<file path="src/verilog/adc_port_pkg.sv">
// Functional notes
// - calibration strobe falling edge applies an internal reset before calibration.
// - calibration strobe rising edge starts the selected calibration type and raises busy.
// - full calibration drops busy after DAC and gain phases, then awaits offset trigger.
// - conversion strobe rise after gain phase starts offset phase, busy high until done.
// - gain-plus-offset calibration follows full sequence but skips the DAC phase.
// - offset-only or gain-only calibration holds busy high until it ends.
// - outputs shift on serial clock falls, inputs captured on rises.
// - MSB appears on frame-select fall if clock low, else first clock fall.
// - frame-select high clears shift register; next frame starts at bit one.
// - 3-wire mode after reset; 2-wire only by control register write.
// - conversion starts on conversion strobe pulse or conversion-start bit write.
// - 2-wire data pin turns output after 16th rise, floats while frame-select high.
// - 2-wire data pin returns to input after the 16 read clocks.
// - frame-select tied low: pin never floats, direction flips every 16th rise.
// - calibration register bursts keep one pin direction for every word.
`default_nettype none
package adc_port_pkg;
  localparam int unsigned CLOCK_PERIOD_NS = 10;
  localparam int unsigned FRAME_BITS      = 16;
  // register byte addresses
  localparam logic [31:0] CTRL_ADDR   = 32'h0000_0000;
  localparam logic [31:0] STATUS_ADDR = 32'h0000_0004;
  localparam logic [31:0] TX_ADDR     = 32'h0000_0008;
  localparam logic [31:0] RX_ADDR     = 32'h0000_000C;
  // control fields
  localparam int unsigned CTRL_TWO_WIRE  = 0;
  localparam int unsigned CTRL_CALIBRATE = 1;
  localparam int unsigned CTRL_CONVERT   = 2;
  localparam int unsigned CTRL_TYPE_LSB  = 4;
  localparam int unsigned CTRL_BURST_LSB = 8;
  localparam logic [31:0] CTRL_RESET     = 32'h0000_0000;
  localparam logic [15:0] TX_RESET       = 16'h0000;
  // status fields
  localparam int unsigned ST_BUSY       = 0;
  localparam int unsigned ST_CONV       = 1;
  localparam int unsigned ST_DIR_OUT    = 2;
  localparam int unsigned ST_TWO_WIRE   = 3;
  localparam int unsigned ST_STATE_LSB  = 4;
  localparam int unsigned ST_COUNT_LSB  = 8;
  localparam int unsigned ST_FRAMES_LSB = 16;
  // calibration type codes
  localparam logic [1:0] CAL_TYPE_FULL        = 2'h0;
  localparam logic [1:0] CAL_TYPE_GAIN_OFFSET = 2'h1;
  localparam logic [1:0] CAL_TYPE_OFFSET      = 2'h2;
  localparam logic [1:0] CAL_TYPE_GAIN        = 2'h3;
  // phase durations
  localparam int unsigned DAC_CAL_TIME_NS       = 24310000;
  localparam int unsigned GAIN_CAL_TIME_NS      = 3470000;
  localparam int unsigned offset_phase_duration = 3470000;
  localparam int unsigned CONVERSION_TIME_NS    = 4600;
  localparam int unsigned DAC_CAL_CYCLES_DEF    = DAC_CAL_TIME_NS / CLOCK_PERIOD_NS;
  localparam int unsigned GAIN_CAL_CYCLES_DEF   = GAIN_CAL_TIME_NS / CLOCK_PERIOD_NS;
  localparam int unsigned OFFSET_CAL_CYCLES_DEF = offset_phase_duration / CLOCK_PERIOD_NS;
  localparam int unsigned CONVERSION_CYCLES_DEF = CONVERSION_TIME_NS / CLOCK_PERIOD_NS;
  // pin indices of the synchroniser bank
  localparam int unsigned PIN_SCLK  = 0;
  localparam int unsigned PIN_FRAME = 1;
  localparam int unsigned PIN_DATA  = 2;
  localparam int unsigned PIN_CAL   = 3;
  localparam int unsigned PIN_CONV  = 4;
  localparam int unsigned PIN_COUNT = 5;
  typedef enum logic [2:0] {
    CAL_IDLE, CAL_RESET, CAL_DAC, CAL_GAIN, CAL_WAIT_OFFSET, CAL_OFFSET, CAL_SINGLE
  } cal_state_t;
endpackage
`default_nettype wire

</file>
<file path="src/verilog/adc_serial_port_and_syscal.sv">
// Our own choices: the register addresses and register access over AHB-Lite.
`default_nettype none
module adc_serial_port_and_syscal
  import adc_port_pkg::*;
#(
  parameter int unsigned DAC_CAL_CYCLES    = DAC_CAL_CYCLES_DEF,
  parameter int unsigned GAIN_CAL_CYCLES   = GAIN_CAL_CYCLES_DEF,
  parameter int unsigned OFFSET_CAL_CYCLES = OFFSET_CAL_CYCLES_DEF,
  parameter int unsigned CONVERSION_CYCLES = CONVERSION_CYCLES_DEF
) (
  input  wire logic        CLOCK_I,
  input  wire logic        RESET_I,
  input  wire logic        HSEL_I,
  input  wire logic [31:0] HADDR_I,
  input  wire logic [1:0]  HTRANS_I,
  input  wire logic        HWRITE_I,
  input  wire logic [2:0]  HSIZE_I,
  input  wire logic [31:0] HWDATA_I,
  input  wire logic        HREADY_I,
  output var  logic [31:0] HRDATA_O,
  output var  logic        HREADYOUT_O,
  output var  logic        HRESP_O,
  input  wire logic        SCLK_I,
  input  wire logic        FRAME_SELECT_N_I,
  input  wire logic        DIN_I,
  output var  logic        DIN_O,
  output var  logic        DIN_OE_O,
  output var  logic        DOUT_O,
  output var  logic        DOUT_OE_O,
  input  wire logic        CALIBRATION_STROBE_N_I,
  input  wire logic        CONVERSION_STROBE_N_I,
  output var  logic        BUSY_O
);

  if (DAC_CAL_CYCLES < 1 || GAIN_CAL_CYCLES < 1 || OFFSET_CAL_CYCLES < 1 ||
      CONVERSION_CYCLES < 1) begin : bad_cycles
    $error("calibration and conversion counts must be at least one cycle");
  end

  // pin synchronisers: a level counts once stages two and three agree
  logic [PIN_COUNT-1:0] pin_raw;
  logic [PIN_COUNT-1:0] stage1;
  logic [PIN_COUNT-1:0] stage2;
  logic [PIN_COUNT-1:0] stage3;
  logic [PIN_COUNT-1:0] lvl;
  logic [PIN_COUNT-1:0] lvl_q;
  assign pin_raw = {CONVERSION_STROBE_N_I, CALIBRATION_STROBE_N_I, DIN_I,
                    FRAME_SELECT_N_I, SCLK_I};

  for (genvar g = 0; g < PIN_COUNT; g++) begin : pin_sync
    always_ff @(posedge CLOCK_I or posedge RESET_I) begin
      if (RESET_I) begin
        stage1[g] <= 1'b1;
        stage2[g] <= 1'b1;
        stage3[g] <= 1'b1;
        lvl[g]    <= 1'b1;
        lvl_q[g]  <= 1'b1;
      end else begin
        stage1[g] <= pin_raw[g];
        stage2[g] <= stage1[g];
        stage3[g] <= stage2[g];
        if (stage2[g] == stage3[g]) begin
          lvl[g] <= stage3[g];
        end
        lvl_q[g] <= lvl[g];
      end
    end
  end

  logic sclk_rise, sclk_fall, frame_high, frame_fall, cal_fall, cal_rise, conv_rise;
  assign sclk_rise  = lvl[PIN_SCLK] & ~lvl_q[PIN_SCLK];
  assign sclk_fall  = ~lvl[PIN_SCLK] & lvl_q[PIN_SCLK];
  assign frame_high = lvl[PIN_FRAME];
  assign frame_fall = ~lvl[PIN_FRAME] & lvl_q[PIN_FRAME];
  assign cal_fall   = ~lvl[PIN_CAL] & lvl_q[PIN_CAL];
  assign cal_rise   = lvl[PIN_CAL] & ~lvl_q[PIN_CAL];
  assign conv_rise  = lvl[PIN_CONV] & ~lvl_q[PIN_CONV];

  // AHB-Lite slave, zero wait states
  logic        take;
  logic        dp_write;
  logic [31:0] dp_addr;
  assign take = HSEL_I & HTRANS_I[1] & HREADY_I;

  always_ff @(posedge CLOCK_I or posedge RESET_I) begin
    if (RESET_I) begin
      dp_write    <= 1'b0;
      dp_addr     <= 32'h0000_0000;
      HREADYOUT_O <= 1'b0;
      HRESP_O     <= 1'b0;
    end else begin
      dp_write    <= take & HWRITE_I;
      dp_addr     <= HADDR_I;
      HREADYOUT_O <= 1'b1;
      HRESP_O     <= 1'b0;
    end
  end

  logic wr_ctrl, wr_tx, sw_cal, sw_conv;
  assign wr_ctrl = dp_write && (dp_addr == CTRL_ADDR);
  assign wr_tx   = dp_write && (dp_addr == TX_ADDR);
  assign sw_cal  = wr_ctrl && HWDATA_I[CTRL_CALIBRATE];
  assign sw_conv = wr_ctrl && HWDATA_I[CTRL_CONVERT];

  logic        two_wire;
  logic [1:0]  cal_type;
  logic [3:0]  burst_cfg;
  logic [15:0] tx_word;
  logic        conv_bit;
  logic        conv_active;
  logic        conv_done;

  always_ff @(posedge CLOCK_I or posedge RESET_I) begin
    if (RESET_I) begin
      two_wire  <= CTRL_RESET[CTRL_TWO_WIRE];
      cal_type  <= CTRL_RESET[CTRL_TYPE_LSB +: 2];
      burst_cfg <= CTRL_RESET[CTRL_BURST_LSB +: 4];
      tx_word   <= TX_RESET;
    end else begin
      if (wr_ctrl) begin
        two_wire  <= HWDATA_I[CTRL_TWO_WIRE];
        cal_type  <= HWDATA_I[CTRL_TYPE_LSB +: 2];
        burst_cfg <= HWDATA_I[CTRL_BURST_LSB +: 4];
      end
      if (wr_tx) begin
        tx_word <= HWDATA_I[15:0];
      end
    end
  end

  // calibration sequencer
  cal_state_t  cal_state;
  cal_state_t  start_state;
  logic [31:0] cal_count;
  logic [31:0] start_count;
  logic        internal_reset;
  assign internal_reset = (cal_state == CAL_RESET);

  always_comb begin
    start_state = CAL_SINGLE;
    start_count = 32'(OFFSET_CAL_CYCLES - 1);
    if (cal_type == CAL_TYPE_FULL) begin
      start_state = CAL_DAC;
      start_count = 32'(DAC_CAL_CYCLES - 1);
    end else if (cal_type == CAL_TYPE_GAIN_OFFSET) begin
      start_state = CAL_GAIN;
      start_count = 32'(GAIN_CAL_CYCLES - 1);
    end else if (cal_type == CAL_TYPE_GAIN) begin
      start_count = 32'(GAIN_CAL_CYCLES - 1);
    end
  end

  always_ff @(posedge CLOCK_I or posedge RESET_I) begin
    if (RESET_I) begin
      cal_state <= CAL_IDLE;
      cal_count <= 32'h0000_0000;
    end else if (cal_fall) begin
      cal_state <= CAL_RESET;
      cal_count <= 32'h0000_0000;
    end else begin
      case (cal_state)
        CAL_IDLE: begin
          if (sw_cal) begin
            cal_state <= start_state;
            cal_count <= start_count;
          end
        end
        CAL_RESET: begin
          if (cal_rise) begin
            cal_state <= start_state;
            cal_count <= start_count;
          end
        end
        CAL_DAC: begin
          if (cal_count == 32'h0000_0000) begin
            cal_state <= CAL_GAIN;
            cal_count <= 32'(GAIN_CAL_CYCLES - 1);
          end else begin
            cal_count <= cal_count - 32'h0000_0001;
          end
        end
        CAL_GAIN: begin
          if (cal_count == 32'h0000_0000) begin
            cal_state <= CAL_WAIT_OFFSET;
          end else begin
            cal_count <= cal_count - 32'h0000_0001;
          end
        end
        CAL_WAIT_OFFSET: begin
          if (conv_rise) begin
            cal_state <= CAL_OFFSET;
            cal_count <= 32'(OFFSET_CAL_CYCLES - 1);
          end
        end
        default: begin
          if (cal_count == 32'h0000_0000) begin
            cal_state <= CAL_IDLE;
          end else begin
            cal_count <= cal_count - 32'h0000_0001;
          end
        end
      endcase
    end
  end

  // conversions, aborted by any calibration activity
  logic [31:0] conv_count;
  assign conv_done = conv_active && (conv_count == 32'h0000_0000);

  always_ff @(posedge CLOCK_I or posedge RESET_I) begin
    if (RESET_I) begin
      conv_active <= 1'b0;
      conv_count  <= 32'h0000_0000;
    end else if (cal_state != CAL_IDLE || cal_fall) begin
      conv_active <= 1'b0;
    end else if (!conv_active) begin
      if (conv_rise || sw_conv) begin
        conv_active <= 1'b1;
        conv_count  <= 32'(CONVERSION_CYCLES - 1);
      end
    end else if (conv_done) begin
      conv_active <= 1'b0;
    end else begin
      conv_count <= conv_count - 32'h0000_0001;
    end
  end

  // software start bit reads back until the conversion ends; a new write wins
  always_ff @(posedge CLOCK_I or posedge RESET_I) begin
    if (RESET_I) begin
      conv_bit <= CTRL_RESET[CTRL_CONVERT];
    end else if (sw_conv) begin
      conv_bit <= 1'b1;
    end else if (conv_done || !conv_active) begin
      conv_bit <= 1'b0;
    end
  end

  logic cal_busy;
  assign cal_busy = (cal_state == CAL_DAC) || (cal_state == CAL_GAIN) ||
                    (cal_state == CAL_OFFSET) || (cal_state == CAL_SINGLE);

  always_ff @(posedge CLOCK_I or posedge RESET_I) begin
    if (RESET_I) begin
      BUSY_O <= 1'b0;
    end else begin
      BUSY_O <= cal_busy || conv_active;
    end
  end

  // serial engine
  logic [4:0]  bit_count;
  logic [15:0] shift_in;
  logic [15:0] shift_out;
  logic [15:0] rx_word;
  logic [7:0]  rx_frames;
  logic [3:0]  words_left;
  logic        out_started;
  logic        dir_out;
  logic        receiving;
  assign receiving = !(two_wire && dir_out);

  always_ff @(posedge CLOCK_I or posedge RESET_I) begin
    if (RESET_I) begin
      bit_count   <= 5'h00;
      shift_in    <= 16'h0000;
      shift_out   <= 16'h0000;
      rx_word     <= 16'h0000;
      rx_frames   <= 8'h00;
      words_left  <= 4'h0;
      out_started <= 1'b0;
      dir_out     <= 1'b0;
    end else if (frame_high || internal_reset) begin
      bit_count   <= 5'h00;
      shift_in    <= 16'h0000;
      shift_out   <= tx_word;
      out_started <= 1'b0;
      if (!two_wire || internal_reset) begin
        dir_out    <= 1'b0;
        words_left <= burst_cfg;
      end
    end else begin
      if (frame_fall && !lvl[PIN_SCLK]) begin
        out_started <= 1'b1;
      end
      if (sclk_rise) begin
        if (receiving) begin
          shift_in <= {shift_in[14:0], lvl[PIN_DATA]};
        end
        if (bit_count == 5'(FRAME_BITS - 1)) begin
          bit_count   <= 5'h00;
          shift_out   <= tx_word;
          out_started <= 1'b0;
          if (receiving) begin
            rx_word   <= {shift_in[14:0], lvl[PIN_DATA]};
            rx_frames <= rx_frames + 8'h01;
          end
          if (!two_wire) begin
            dir_out <= 1'b0;
          end else if (words_left != 4'h0) begin
            words_left <= words_left - 4'h1;
          end else begin
            dir_out    <= ~dir_out;
            words_left <= burst_cfg;
          end
        end else begin
          bit_count <= bit_count + 5'h01;
        end
      end else if (sclk_fall) begin
        if (!out_started) begin
          out_started <= 1'b1;
        end else begin
          shift_out <= {shift_out[14:0], 1'b0};
        end
      end
    end
  end

  always_ff @(posedge CLOCK_I or posedge RESET_I) begin
    if (RESET_I) begin
      DOUT_O    <= 1'b0;
      DOUT_OE_O <= 1'b0;
      DIN_O     <= 1'b0;
      DIN_OE_O  <= 1'b0;
    end else begin
      DOUT_O    <= out_started & shift_out[15];
      DOUT_OE_O <= !two_wire && !frame_high;
      DIN_O     <= out_started & shift_out[15];
      DIN_OE_O  <= two_wire && dir_out && !frame_high;
    end
  end

  // register read data
  logic [31:0] status_word;
  always_comb begin
    status_word = 32'h0000_0000;
    status_word[ST_BUSY] = cal_busy || conv_active;
    status_word[ST_CONV] = conv_bit;
    status_word[ST_DIR_OUT] = dir_out;
    status_word[ST_TWO_WIRE] = two_wire;
    status_word[ST_STATE_LSB +: 3] = cal_state;
    status_word[ST_COUNT_LSB +: 5] = bit_count;
    status_word[ST_FRAMES_LSB +: 8] = rx_frames;
  end

  always_ff @(posedge CLOCK_I or posedge RESET_I) begin
    if (RESET_I) begin
      HRDATA_O <= 32'h0000_0000;
    end else if (take && !HWRITE_I) begin
      if (HADDR_I == CTRL_ADDR) begin
        HRDATA_O <= {20'h0_0000, burst_cfg, 2'h0, cal_type, 1'b0, conv_bit, 1'b0, two_wire};
      end else if (HADDR_I == STATUS_ADDR) begin
        HRDATA_O <= status_word;
      end else if (HADDR_I == TX_ADDR) begin
        HRDATA_O <= {16'h0000, tx_word};
      end else if (HADDR_I == RX_ADDR) begin
        HRDATA_O <= {16'h0000, rx_word};
      end else begin
        HRDATA_O <= 32'h0000_0000;
      end
    end
  end
endmodule // adc_serial_port_and_syscal
`default_nettype wire

</file>
<file path="config.mk">
export PLATFORM = sky130hd
export DESIGN_NAME = adc_serial_port_and_syscal
export DESIGN_NICKNAME = d
export VERILOG_FILES = /design/src/verilog/adc_port_pkg.sv /design/src/verilog/adc_serial_port_and_syscal.sv
export SDC_FILE = /design/constraint.sdc
export NUM_CORES = 1
export LEC_CHECK = 0
export ABC_AREA = 0
export BUFFER_PORTS_ARGS = -buffer_cell sky130_fd_sc_hd__buf_2
export CAP_MARGIN = 20
export CORE_UTILIZATION = 25
export DETAILED_ROUTE_END_ITERATION = 10
export PLACE_DENSITY = 0.42
export SLEW_MARGIN = 30
export SYNTH_ARGS = -nofsm -noshare
export SYNTH_HDL_FRONTEND = slang
export SYNTH_SLANG_ARGS = --single-unit
</file>
<file path="constraint.sdc">
create_clock -name CLOCK_I -period 21 [get_ports CLOCK_I]
set_input_delay 2.1 -clock CLOCK_I [delete_from_list [all_inputs] [get_ports CLOCK_I]]
set_output_delay 2.1 -clock CLOCK_I [all_outputs]
set_load 0.1 [all_outputs]
</file>
==> summary.md, run 1 <==
| Metric | Value |
|---|---|
| CTS tree | `built` |
| Static leakage power | `5.703 nW` |
| FF+latch count, synth | `244` |
| Area of the multi-input gates | `about 4700 µm²` |
| Cts-stage hold buffer count | `0` |
| Iteration count of the initial detailed-routing pass | `5` |
| Final core utilization | `0.3017` |
| Routed WL per cell | `17.84 µm` |
| Fraction of power spent switching nets | `0.3383` |
| GRT Total Usage | `0.1378` |
| Final estimated routing congestion in global placement | `0.7594` |
| Count of maximum capacitance violations | `0` |
| Gate power share | `0.232` |
| Share of synthesized registers carrying an async set or reset | `1.000` |
| Final worst-path setup slack | `approximately 17 ns` |
| Worst vdd ir | `0.05858 mV` |
| Wire length of the first global-routing pass | `49,040 µm` |
| Remaining routing DRC violations | `0` |
| Type of the most critical hold path | `flip-flop to flip-flop` |
| Initial Utilization | `0.2533` |
| Min Tclk post-route | `a little over 4 ns` |
| RSZ-0062 raised after global routing | `no` |
| Final Hold Slack | `0.3574 ns` |
| Status | `completed` |
| Unique cell type count in the Yosys netlist | `78` |
| Via count of the first global-routing pass | `between 8k and 9k` |
| End of the worst hold path | `stage2[3]` |
| Share of post-route cells with drive strength above 1 | `0.2353` |
| Arrival time of the worst setup path | `4.54 ns` |
| # resized after CTS | `0` |
| Crit-path leading delay family | `simple AND/OR/NAND/NOR gates` |
| Setup skew after layout | `0.03084 ns` |
| Setup slack of the most critical reg-to-reg path | `17.38 ns` |
| Buffers inserted during post-CTS setup optimization | `0` |
| Setup_tns | `0 ns` |
| Number of nets with antenna violations after detailed routing | `0` |
| Standard-cell rows | `77` |
| Switching power | `0.5071 mW` |
| Internal power | `0.9918 mW` |
| Fill count | `roughly 4.5k` |
| Detailed placer's ending HPWL | `just over 20,000 µm` |
| Worst path cell trace | `buf_2 -> nor4_1 -> nand4_1 -> or3_1 -> nor2b_1 -> a22o_1` |
| Die Width | `~210 µm` |
| Minimum setup slack after placement | `around 16 ns` |
| Worst-path maximum fanout | `8` |
| Vias per std cell | `about 4.8` |
| Highest clock frequency the design can meet | `0.2479 GHz` |
| Sequential cell area in the final layout | `6136 µm²` |
| Synth Warn # | `0` |
| Number of sinks driven by the clock tree | `244` |
| Floorplan die area | `between 40,000 and 50,000 µm²` |
| Share of the clock period used by the worst path | `0.1921` |
| Skew-Pair Late Insertion Delay | `0.58 ns` |
| Layout area overhead | `19.09%` |
| I/O pin count | `~120` |
| Count of input and output buffers | `88` |
| Clock transition at the registers of the reported paths | `0.06 ns` |
| Floorplan die height | `213.7 µm` |
| Element type at the critical path start | `input pin` |
| Count of inserted antenna diode cells | `0` |
| Final layout net count | `1,186` |
| Deepest clock path buffer count | `3` |
| Post-Synthesis Mean Instance Area | `11.01 µm²` |
| Req. time, crit path | `21.51 ns` |
| Area of the placeable core | `44,220 µm²` |
| Part of the total power dissipated in sequential elements | `0.396` |
| Critical path type | `input pin to flip-flop` |
| Residual overflow from global routing | `0` |
| Clock share of power | `0.371` |
| Capture instance of the worst register-to-register path | `cal_count[0]` |
| Count of endpoints failing hold in the final timing report | `0` |
| Detailed-route via count | `8,279` |
| Largest net degree at the start of global routing | `133` |
| Reg2Reg Depth | `6` |
| Endpoints failing setup | `0` |
| Cell count after synthesis | `1,018` |
| Hold wc startpoint | `stage1[3]` |
| Combined buffer and inverter count along the critical path | `1` |
| Total CTS buffers | `30` |
| Post-synthesis instance area | `11,200 µm²` |
| P per Cell Area | `112.4 nW/µm²` |
| Number of enable flip-flop cells after synthesis | `0` |
| Slew @ Worst Pin | `around 0.95 ns` |
| Max incr delay on CP | `slightly below 0.7 ns` |
| Buffer type at the clock tree root | `sky130_fd_sc_hd__clkbuf_16` |
| Sequential cell area fraction in the yosys report | `0.5477` |
| Main synth FF type | `sky130_fd_sc_hd__dfrtp_1` |
| WHS Path Cells | `0` |
| Antenna violations before repair | `0` |
| Aggregate routed wire length | `slightly above 30,000 µm` |
| Critical path's slowest cell | `sky130_fd_sc_hd__nor4_1` |
| Worst flop-to-flop path startpoint | `cal_count[27]` |
| First-iteration detailed-routing DRC count | `roughly 440` |
| H-tree lvl count | `1` |
| Critical path capture point type | `flip-flop` |
| Number of max-slew violations in the final report | `0` |
| Max-slew headroom at the worst pin | `0.3698` |
==> worst register-to-register path: cells and delay by family (launching register included) <==
kind                   cells  cell delay, ns
buffers and inverters      1            0.37
and+or+nand+nor            4            2.32
muxes                      1            0.40
DFF                        1            0.45
==> state kept, by name, summed over array words and instances (netlist names), 2 cells and up <==
signal and flops:
HRDATA_O 24, cal_state 3, words_left 4, rx_frames 8, cal_count 32, tx_word 16, shift_in 15, rx_word 16
burst_cfg 4, lvl 4, stage1 5, cal_type 2, conv_count 32, bit_count 5, stage2 5, stage3 5
shift_out 16, lvl_q 4, dp_addr 32
==> cell usage after synthesis, drive strengths merged, types with 6 or more instances <==
cell type / instances / area [µm²]
o21ai: 44 / 231.5
buf: 17 / 117.6
mux2i: 21 / 210.2
a22o: 18 / 157.7
nor2: 57 / 214.0
dfrtp: 220 / 5505
a211oi: 11 / 82.58
nand4: 15 / 93.84
or2: 8 / 52.55
clkbuf: 46 / 183.9
mux2: 47 / 529.3
nand3: 19 / 95.09
a21o: 6 / 46.30
or4: 14 / 108.9
a31oi: 20 / 125.1
nor3: 31 / 155.2
a21oi: 69 / 349.1
o21a: 6 / 45.04
ha: 9 / 112.6
and3: 13 / 81.33
o31ai: 25 / 187.7
xnor2: 7 / 61.31
inv: 26 / 97.59
or3: 16 / 110.1
nor4: 32 / 234.0
nand4b: 6 / 52.55
mux4: 8 / 180.2
nand2b: 13 / 81.33
nand2: 79 / 296.5
a221o: 11 / 110.1
dfstp: 24 / 630.6
==> placed cells by master (no fill, tap or decap), drive strengths merged, types with 6 or more instances in the layout <==
master,Yosys,routed
a21oi,69,69
nor4,32,32
nand2b,13,13
a21o,6,6
a31oi,20,20
nor3,31,31
o31ai,25,25
mux4,8,8
clkinv,1,12
xnor2,7,7
mux2i,21,21
buf,17,104
clkbuf,46,37
nor2,57,57
o21ai,44,44
inv,26,26
a22o,18,18
or4,14,14
mux2,47,47
nand4,15,15
or2,8,8
nand4b,6,6
nand3,19,19
nand2,79,79
and3,13,13
dfrtp,220,220
a221o,11,11
or3,16,16
a211oi,11,11
dfstp,24,24
ha,9,9
conb,2,10
o21a,6,6
==> worst max path at each step <==
stage	startpoint	end	slack, ns	cells past startpoint
after CTS	HADDR_I[18]	HRDATA_O[22]	16.97	6
after global routing	HADDR_I[18]	HRDATA_O[19]	16.81	6
after floorplan	RESET_I	BUSY_O	12.24	1
final	HADDR_I[18]	HRDATA_O[19]	16.97	6
after global placement	RESET_I	bit_count[2]	16.40	4
after detailed placement	HADDR_I[18]	HRDATA_O[18]	16.38	6
==> layout make-up <==
type / instances / share of cell area
Sequential cell: 244 / 0.4599
Tap cell: 592 / 0.05552
Multi-Input combinational cell: 691 / 0.3533
Clock inverter: 19 / 0.01848
Clock buffer: 37 / 0.06199
Timing Repair Buffer: 104 / 0.04230
Inverter: 27 / 0.008534
==> routing by layer <==
| metal | vias up | GRT usage | wire, µm |
|---|---|---|---|
| li1 | 3941 | - | - |
| met1 | 4150 | 0.2004 | 15180 |
| met2 | 144 | 0.2127 | 13660 |
| met3 | 44 | 0.02109 | 1045 |
| met4 | 0 | 0.03498 | 690 |
| met5 | - | 0 | 0 |
==> power by group through the flow <==
stage / sequential [mW] / clock, mW / combinational [mW]
2_1_floorplan: 0.587 / 0 / 0.263
3_3_place_gp: 0.601 / 0 / 0.345
3_5_place_dp: 0.601 / 0 / 0.349
4_1_cts: 0.594 / 0.574 / 0.350
5_1_grt: 0.605 / 0.592 / 0.386
6_report: 0.594 / 0.556 / 0.348
==> metrics by stage <==
step	instance area (µm²)	total power, mW	std cells
detailed placement	12260	0.9501	1658
CTS	13330	1.518	1714
floorplan	11230	0.8505	1026
global route	13340	1.582	1714
global placement	12240	0.9460	1657
finish	13340	1.499	1714
==> cells by family after synthesis <==
logic type,synth area share
adder cells (fa/ha/maj),0.01452
flip-flops,0.5477
AO/OA/AOI/OAI,0.1541
AND/OR/NAND/NOR,0.1568
multiplexers,0.08209
other,0.0006703
XOR/XNOR,0.007036
buffers and inverters,0.03708
Power figures use the tool's default switching activity.
==> run 2, diff against run 1 <==
--- a/config.mk
+++ b/config.mk
@@ -5,12 +5,12 @@
 export SDC_FILE = /design/constraint.sdc
 export NUM_CORES = 1
 export LEC_CHECK = 0
-export ABC_AREA = 0
+export ABC_AREA = 1
 export BUFFER_PORTS_ARGS = -buffer_cell sky130_fd_sc_hd__buf_2
 export CAP_MARGIN = 20
 export CORE_UTILIZATION = 25
 export DETAILED_ROUTE_END_ITERATION = 10
-export PLACE_DENSITY = 0.42
+export PLACE_DENSITY = 0.43
 export SLEW_MARGIN = 30
 export SYNTH_ARGS = -nofsm -noshare
 export SYNTH_HDL_FRONTEND = slang
==> constraint.sdc (replaced) <==
create_clock -name CLOCK_I -period 3.3 [get_ports CLOCK_I]
set_input_delay 0.33 -clock CLOCK_I [delete_from_list [all_inputs] [get_ports CLOCK_I]]
set_output_delay 0.33 -clock CLOCK_I [all_outputs]
set_load 0.1 [all_outputs]
==> summary.md, run 2 <==
| Metric | Value |
|---|---|
| GRT Total Usage | `0.1376` |
| Gate power share | `0.320` |
| Final core utilization | `0.3107` |
| Remaining routing DRC violations | `0` |
| Setup skew after layout | `~0.035 ns` |
| Critical path's slowest cell | `sky130_fd_sc_hd__dfstp_2` |
| Final estimated routing congestion in global placement | `0.8511` |
| Top cell type's share of synthesized area | `0.4470` |
| Worst vdd ir | `0.3729 mV` |
| Largest net degree at the start of global routing | `84` |
| Req. time, crit path | `3.80 ns` |
| Count of maximum capacitance violations | `0` |
| Endpoints failing setup | `0` |
| Leading area contributor after synthesis | `sky130_fd_sc_hd__dfrtp_1` |
| Internal power | `roughly 6.8 mW` |
| Element type at the critical path start | `flip-flop` |
| Floorplan die area | `50,160 µm²` |
| Part of the total power dissipated in sequential elements | `0.355` |
| Worst-path maximum fanout | `16` |
| Switching power | `4.144 mW` |
| CTS tree | `built` |
| Top cells by area, synth | `sky130_fd_sc_hd__dfrtp_1 (45%), sky130_fd_sc_hd__nand2_1 (12%), sky130_fd_sc_hd__o21ai_0 (5.5%)` |
| Type of the most critical hold path | `input pin to flip-flop` |
| Setup slack of the most critical reg-to-reg path | `0.68 ns` |
| Number of sinks driven by the clock tree | `244` |
| Highest clock frequency the design can meet | `about 0.38 GHz` |
| Floorplan die height | `224.0 µm` |
| Residual overflow from global routing | `0` |
| P per Cell Area | `729.6 nW/µm²` |
| Detailed placer's ending HPWL | `about 24,000 µm` |
| Sequential cell area fraction in the yosys report | `0.4982` |
| Dominant cell by count in the synthesized netlist | `sky130_fd_sc_hd__nand2_1` |
| Count of inserted antenna diode cells | `0` |
| Synth Warn # | `0` |
| Unique cell type count in the Yosys netlist | `49` |
| Static leakage power | `around 7.2 nW` |
| Worst flop-to-flop path startpoint | `lvl_q[3]` |
| FF+latch count, synth | `around 240` |
| Via count of the first global-routing pass | `10.14k` |
| Number of enable flip-flop cells after synthesis | `0` |
| Slew @ Worst Pin | `0.7877 ns` |
| Detailed-route via count | `slightly above 10k` |
| Commonest non-fill, non-tap cell in the layout | `sky130_fd_sc_hd__nand2_1` |
| Vias per std cell | `4.359` |
| Final layout net count | `around 1.7k` |
| Die Width | `224.0 µm` |
| Antenna violations before repair | `0` |
| Cell count after synthesis | `1,527` |
| Max incr delay on CP | `0.51 ns` |
| Skew-Pair Late Insertion Delay | `0.57 ns` |
| Crit-path leading delay family | `simple AND/OR/NAND/NOR gates` |
| Buffer type at the clock tree root | `sky130_fd_sc_hd__clkbuf_16` |
| WHS Path Cells | `3` |
| Initial Utilization | `0.2558` |
| Max-slew headroom at the worst pin | `0.4736` |
| Number of nets with antenna violations after detailed routing | `0` |
| Share of synthesized registers carrying an async set or reset | `1.000` |
| Clock transition at the registers of the reported paths | `0.06 ns` |
| Share of the clock period used by the worst path | `0.7941` |
| RSZ-0062 raised after global routing | `no` |
| End of the worst hold path | `tx_word[12]` |
| Arrival time of the worst setup path | `3.12 ns` |
| Overall power | `between 10 and 15 mW` |
| Largest registers ranked by flip-flop count | `cal_count x32, conv_count x32, dp_addr x32` |
| Standard-cell rows | `80` |
| Layout area overhead | `21.45%` |
| Commonest cells in the netlist | `sky130_fd_sc_hd__nand2_1 (391), sky130_fd_sc_hd__dfrtp_1 (220), sky130_fd_sc_hd__nor2_1 (167)` |
| Setup_tns | `0 ns` |
| Clock share of power | `0.325` |
| Post-synthesis instance area | `12,320 µm²` |
| Reg2Reg Depth | `7` |
| Main synth FF type | `sky130_fd_sc_hd__dfrtp_1` |
| H-tree lvl count | `1` |
| Post-Synthesis Mean Instance Area | `between 8 and 9 µm²` |
| Fraction of power spent switching nets | `0.3797` |
| Total CTS buffers | `30` |
| Status | `completed` |
| Non-filler instance count after layout | `2,340` |
| Area of the placeable core | `48,150 µm²` |
| Wire length of the first global-routing pass | `55,360 µm` |
| Capture instance of the worst register-to-register path | `cal_count[2]` |
| Final Hold Slack | `0.02238 ns` |
| Number of max-slew violations in the final report | `0` |
| Leading cell types in the layout, fill and taps excluded | `sky130_fd_sc_hd__nand2_1 (391), sky130_fd_sc_hd__dfrtp_1 (220), sky130_fd_sc_hd__nor2_1 (167), sky130_fd_sc_hd__inv_1 (139), sky130_fd_sc_hd__o21ai_0 (136)` |
| Share of post-route cells with drive strength above 1 | `0.1407` |
| Combined buffer and inverter count along the critical path | `1` |
| Critical path capture point type | `flip-flop` |
| First-iteration detailed-routing DRC count | `481` |
| Iteration count of the initial detailed-routing pass | `5` |
| Count of input and output buffers | `88` |
| Deepest clock path buffer count | `3` |
| Min Tclk post-route | `roughly 2.6 ns` |
| Count of endpoints failing hold in the final timing report | `0` |
| Worst path cell trace | `ha_1 -> inv_1 -> a32oi_4 -> nand3_2 -> nor2_4 -> o21ai_0 -> o21ai_1` |
| I/O pin count | `around 120` |
| Hold wc startpoint | `HWDATA_I[12]` |
| Aggregate routed wire length | `33,610 µm` |
| Routed WL per cell | `14.36 µm` |
| Placed cell count | `between 2k and 2.5k` |
| Critical path type | `flip-flop to flip-flop` |
run 2: cell count changes in the layout (fill, tap and decap cells not counted), sizes merged, moves of 22 or more:
cell	delta
nand3	+99
o21ai	+123
xor2	+22
nand4	+28
nor2	+130
inv	+123
mux2	-39
a21oi	-22
dlygate4sd3	+44
nor4	-31
o31ai	-24
nand2	+318
run 2: per-stage QoR:
| stage | setup slack, ns | area [µm²] |
|---|---|---|
| 2_1_floorplan | -0.2142 | 12350 |
| 3_3_place_gp | 0.6699 | 13450 |
| 3_5_place_dp | 0.6425 | 13450 |
| 4_1_cts | 0.6009 | 14960 |
| 5_1_grt | 0.4807 | 14960 |
| 6_report | 0.6795 | 14960 |
run 2: worst max-delay path by stage:
stage	start	slack (ns)	endpoint	depth (start not counted)
global route	lvl_q[3]	0.48	cal_count[2]	7
global placement	lvl_q[3]	0.67	cal_count[2]	7
detailed placement	lvl_q[3]	0.64	cal_count[11]	7
floorplan	RESET_I	-0.21	BUSY_O	1
finish	lvl_q[3]	0.68	cal_count[2]	7
CTS	lvl_q[3]	0.60	cal_count[2]	7
run 2: layout make-up:
| cell class | count | area [µm²] |
|---|---|---|
| clock buffer | 43 | 860.8 |
| clock inverter | 13 | 203.9 |
| fill | 5131 | 33190 |
| inverter | 152 | 576.8 |
| multi-input combinational | 1082 | 5295 |
| sequential | 244 | 6136 |
| tap | 656 | 820.8 |
| timing repair buffer | 150 | 1066 |
run 2: logic make-up (layout without fill, tap and decap cells):
logic type | after synthesis | after routing | share of synthesized area
adder cells (fa/ha/maj) | 14 | 14 | 0.01321
other | 2 | 10 | 0.0006097
flip-flops | 244 | 244 | 0.4982
XOR/XNOR | 29 | 29 | 0.02062
AO/OA/AOI/OAI | 239 | 239 | 0.1049
AND/OR/NAND/NOR | 782 | 782 | 0.2808
multiplexers | 8 | 8 | 0.007314
buffers and inverters | 209 | 358 | 0.07436
run 2: timing repair:
item,in CTS,in global routing
endpoints found under the setup margin,0,0
hold buffers,44,0
buffers inserted,0,0
endpoints found under the hold margin,47,0
gates resized for setup,0,0
run 2: metal layers:
layer / wire length (µm) / share of wire / track usage
met1: 15930 / 0.47 / 0.1845
met2: 16040 / 0.48 / 0.2340
met3: 1116 / 0.033 / 0.01967
met4: 521 / 0.016 / 0.02961
met5: 0 / 0 / 0
run 2: power by group through the flow:
stage               sequential [mW]  combinational, mW  clock (mW)
finish                         3.88               3.49        3.54
floorplan                      3.89               2.70           0
global placement               3.92               3.45           0
CTS                            3.88               3.55        3.67
detailed placement             3.92               3.50           0
global route                   3.94               4.01        3.79
run 2: worst min-delay path: stages:
cell,delay [ns]
sky130_fd_sc_hd__buf_2,0.08
sky130_fd_sc_hd__nand3_1,0.06
sky130_fd_sc_hd__nand2_1,0.07
==> run 3, diff against run 2 <==
==> constraint.sdc (replaced) <==
create_clock -name CLOCK_I -period 2.1 [get_ports CLOCK_I]
set_input_delay 0.21 -clock CLOCK_I [delete_from_list [all_inputs] [get_ports CLOCK_I]]
set_output_delay 0.21 -clock CLOCK_I [all_outputs]
set_load 0.1 [all_outputs]
==> summary.md, run 3 (synthesis gave the netlist of run 2 again) <==
| Metric | Value |
|---|---|
| Last element of the critical path | `shift_out[5]` |
| Detailed-route via count | `10.75k` |
| Routed WL per cell | `14.58 µm` |
| Overall power | `17.83 mW` |
| Leading cell types in the layout, fill and taps excluded | `sky130_fd_sc_hd__nand2_1 (391), sky130_fd_sc_hd__dfrtp_1 (218), sky130_fd_sc_hd__nor2_1 (162), sky130_fd_sc_hd__inv_1 (137), sky130_fd_sc_hd__o21ai_0 (134)` |
| RSZ-0062 raised after global routing | `no` |
| Vias per std cell | `around 4.4` |
| Skew-Pair Late Insertion Delay | `about 0.57 ns` |
| Deepest clock path buffer count | `3` |
| Standard-cell rows | `80` |
| First-iteration detailed-routing DRC count | `471` |
| Critical path type | `flip-flop to flip-flop` |
| I/O pin count | `118` |
| Final estimated routing congestion in global placement | `0.8816` |
| Worst vdd ir | `0.6274 mV` |
| Setup skew after layout | `0.01222 ns` |
| Type of the most critical hold path | `input pin to flip-flop` |
| Number of sinks driven by the clock tree | `244` |
| Min Tclk post-route | `1.944 ns` |
| Minimum setup slack after placement | `-0.03177 ns` |
| Critical Path Stages | `9` |
| Final Hold Slack | `0.05221 ns` |
| Final worst-path setup slack | `0.1565 ns` |
| Req. time, crit path | `roughly 2.6 ns` |
| Count of endpoints failing hold in the final timing report | `0` |
| Hold wc startpoint | `HWDATA_I[2]` |
| Via count of the first global-routing pass | `approximately 11k` |
| Count of maximum capacitance violations | `0` |
| Buffer type at the clock tree root | `sky130_fd_sc_hd__clkbuf_16` |
| Wire length of the first global-routing pass | `58,430 µm` |
| Floorplan die area | `roughly 50,000 µm²` |
| Setup slack of the most critical reg-to-reg path | `0.16 ns` |
| Worst setup startpoint | `cal_state[2]` |
| Antenna violations before repair | `0` |
| Share of the clock period used by the worst path | `0.9255` |
| Remaining routing DRC violations | `0` |
| CTS tree | `built` |
| Initial Utilization | `0.2558` |
| Worst-path maximum fanout | `16` |
| Max incr delay on CP | `~0.45 ns` |
| Iteration count of the initial detailed-routing pass | `5` |
| Largest net degree at the start of global routing | `52` |
| Detailed placer's ending HPWL | `25,810 µm` |
| Crit-path leading delay family | `buffers and inverters` |
| Number of max-slew violations in the final report | `0` |
| Worst flop-to-flop path startpoint | `cal_state[2]` |
| Layout area overhead | `27.89%` |
| Count of input and output buffers | `between 80 and 90` |
| Fill count | `5,162` |
| GRT Total Usage | `0.1449` |
| Area of the multi-input gates | `5335 µm²` |
| Status | `completed` |
| Aggregate routed wire length | `35,500 µm` |
| Clock transition at the registers of the reported paths | `roughly 0.060 ns` |
| Capture instance of the worst register-to-register path | `shift_out[5]` |
| Largest registers ranked by flip-flop count | `cal_count x32, conv_count x32, dp_addr x32` |
| Commonest non-fill, non-tap cell in the layout | `sky130_fd_sc_hd__nand2_1` |
| Final layout net count | `around 1.8k` |
| Share of post-route cells with drive strength above 1 | `0.1877` |
| Combined buffer and inverter count along the critical path | `3` |
| Endpoints failing setup | `0` |
| Max-slew headroom at the worst pin | `0.6241` |
| Residual overflow from global routing | `0` |
| Floorplan die height | `224.0 µm` |
| Sequential cell area in the final layout | `6138 µm²` |
| Element type at the critical path start | `flip-flop` |
| Critical path's slowest cell | `sky130_fd_sc_hd__dfrtp_2` |
| Static leakage power | `around 7.6 nW` |
| Reg2Reg Depth | `9` |
| Total CTS buffers | `30` |
| Die Width | `224.0 µm` |
| Final core utilization | `0.3272` |
| Critical path capture point type | `flip-flop` |
| P per Cell Area | `around 1100 nW/µm²` |
| Slew @ Worst Pin | `0.5614 ns` |
| Worst path cell trace | `nor2_4 -> inv_4 -> nor2_8 -> nor2_8 -> inv_2 -> nor2_8 -> inv_2 -> o21ai_0 -> mux2_1` |
| Highest clock frequency the design can meet | `a little over 0.5 GHz` |
| Area of the placeable core | `48,150 µm²` |
| Count of inserted antenna diode cells | `0` |
| Cell type with the highest occurrence count on the critical path | `sky130_fd_sc_hd__nor2_8` |
| Number of nets with antenna violations after detailed routing | `0` |
| H-tree lvl count | `1` |
| Arrival time of the worst setup path | `2.40 ns` |
run 3: final cells by class:
cell class / count / area share
Clock buffer: 45 / 0.05703
Sequential cell: 244 / 0.3897
Inverter: 152 / 0.03686
Timing Repair Buffer: 244 / 0.1181
Multi-Input combinational cell: 1083 / 0.3387
Clock inverter: 11 / 0.007467
Tap cell: 656 / 0.05211
run 3: repair_timing:
item / CTS / global route
gates resized for setup: 0 / 18
pin swaps: 1 / 3
endpoints found under the hold margin: 70 / 0
hold buffers: 55 / 0
gates cloned: 0 / 1
endpoints found under the setup margin: 2 / 59
setup buffers: 1 / 4
run 3: metrics by stage:
stage	setup TNS, ns	instances	cell area [µm²]
global route	0	2435	15750
floorplan	-295.76	1535	12350
global placement	0	2318	14080
detailed placement	-0.06532	2318	14080
CTS	0	2430	15660
finish	0	2435	15750
run 3: worst min path at each step:
stage | depth (start not counted) | slack [ns] | endpoint
floorplan | 0 | 0.21 | stage1[0]
global placement | 2 | 0.30 | conv_count[1]
detailed placement | 2 | 0.31 | conv_count[1]
CTS | 3 | 0.02 | conv_bit
global route | 3 | 0.03 | conv_bit
finish | 3 | 0.05 | conv_bit
run 3: report_power, final:
group / switching (mW) / internal (mW) / leakage [nW]
Combinational: 4.11 / 2.40 / 4.15
Sequential: 0.542 / 5.46 / 2.99
Clock: 2.13 / 3.19 / 0.497
run 3: worst min-delay path, cell delays in order:
cell and delay, ns:
sky130_fd_sc_hd__buf_2 0.13, sky130_fd_sc_hd__inv_1 0.13, sky130_fd_sc_hd__o21ai_0 0.10
run 3: per-layer routing:
metal	global-route usage	up-vias	part of all wire
met5	0	-	0
li1	-	5424	-
met3	0.01849	50	0.036
met1	0.1939	5102	0.47
met2	0.2454	171	0.47
met4	0.03778	0	0.022
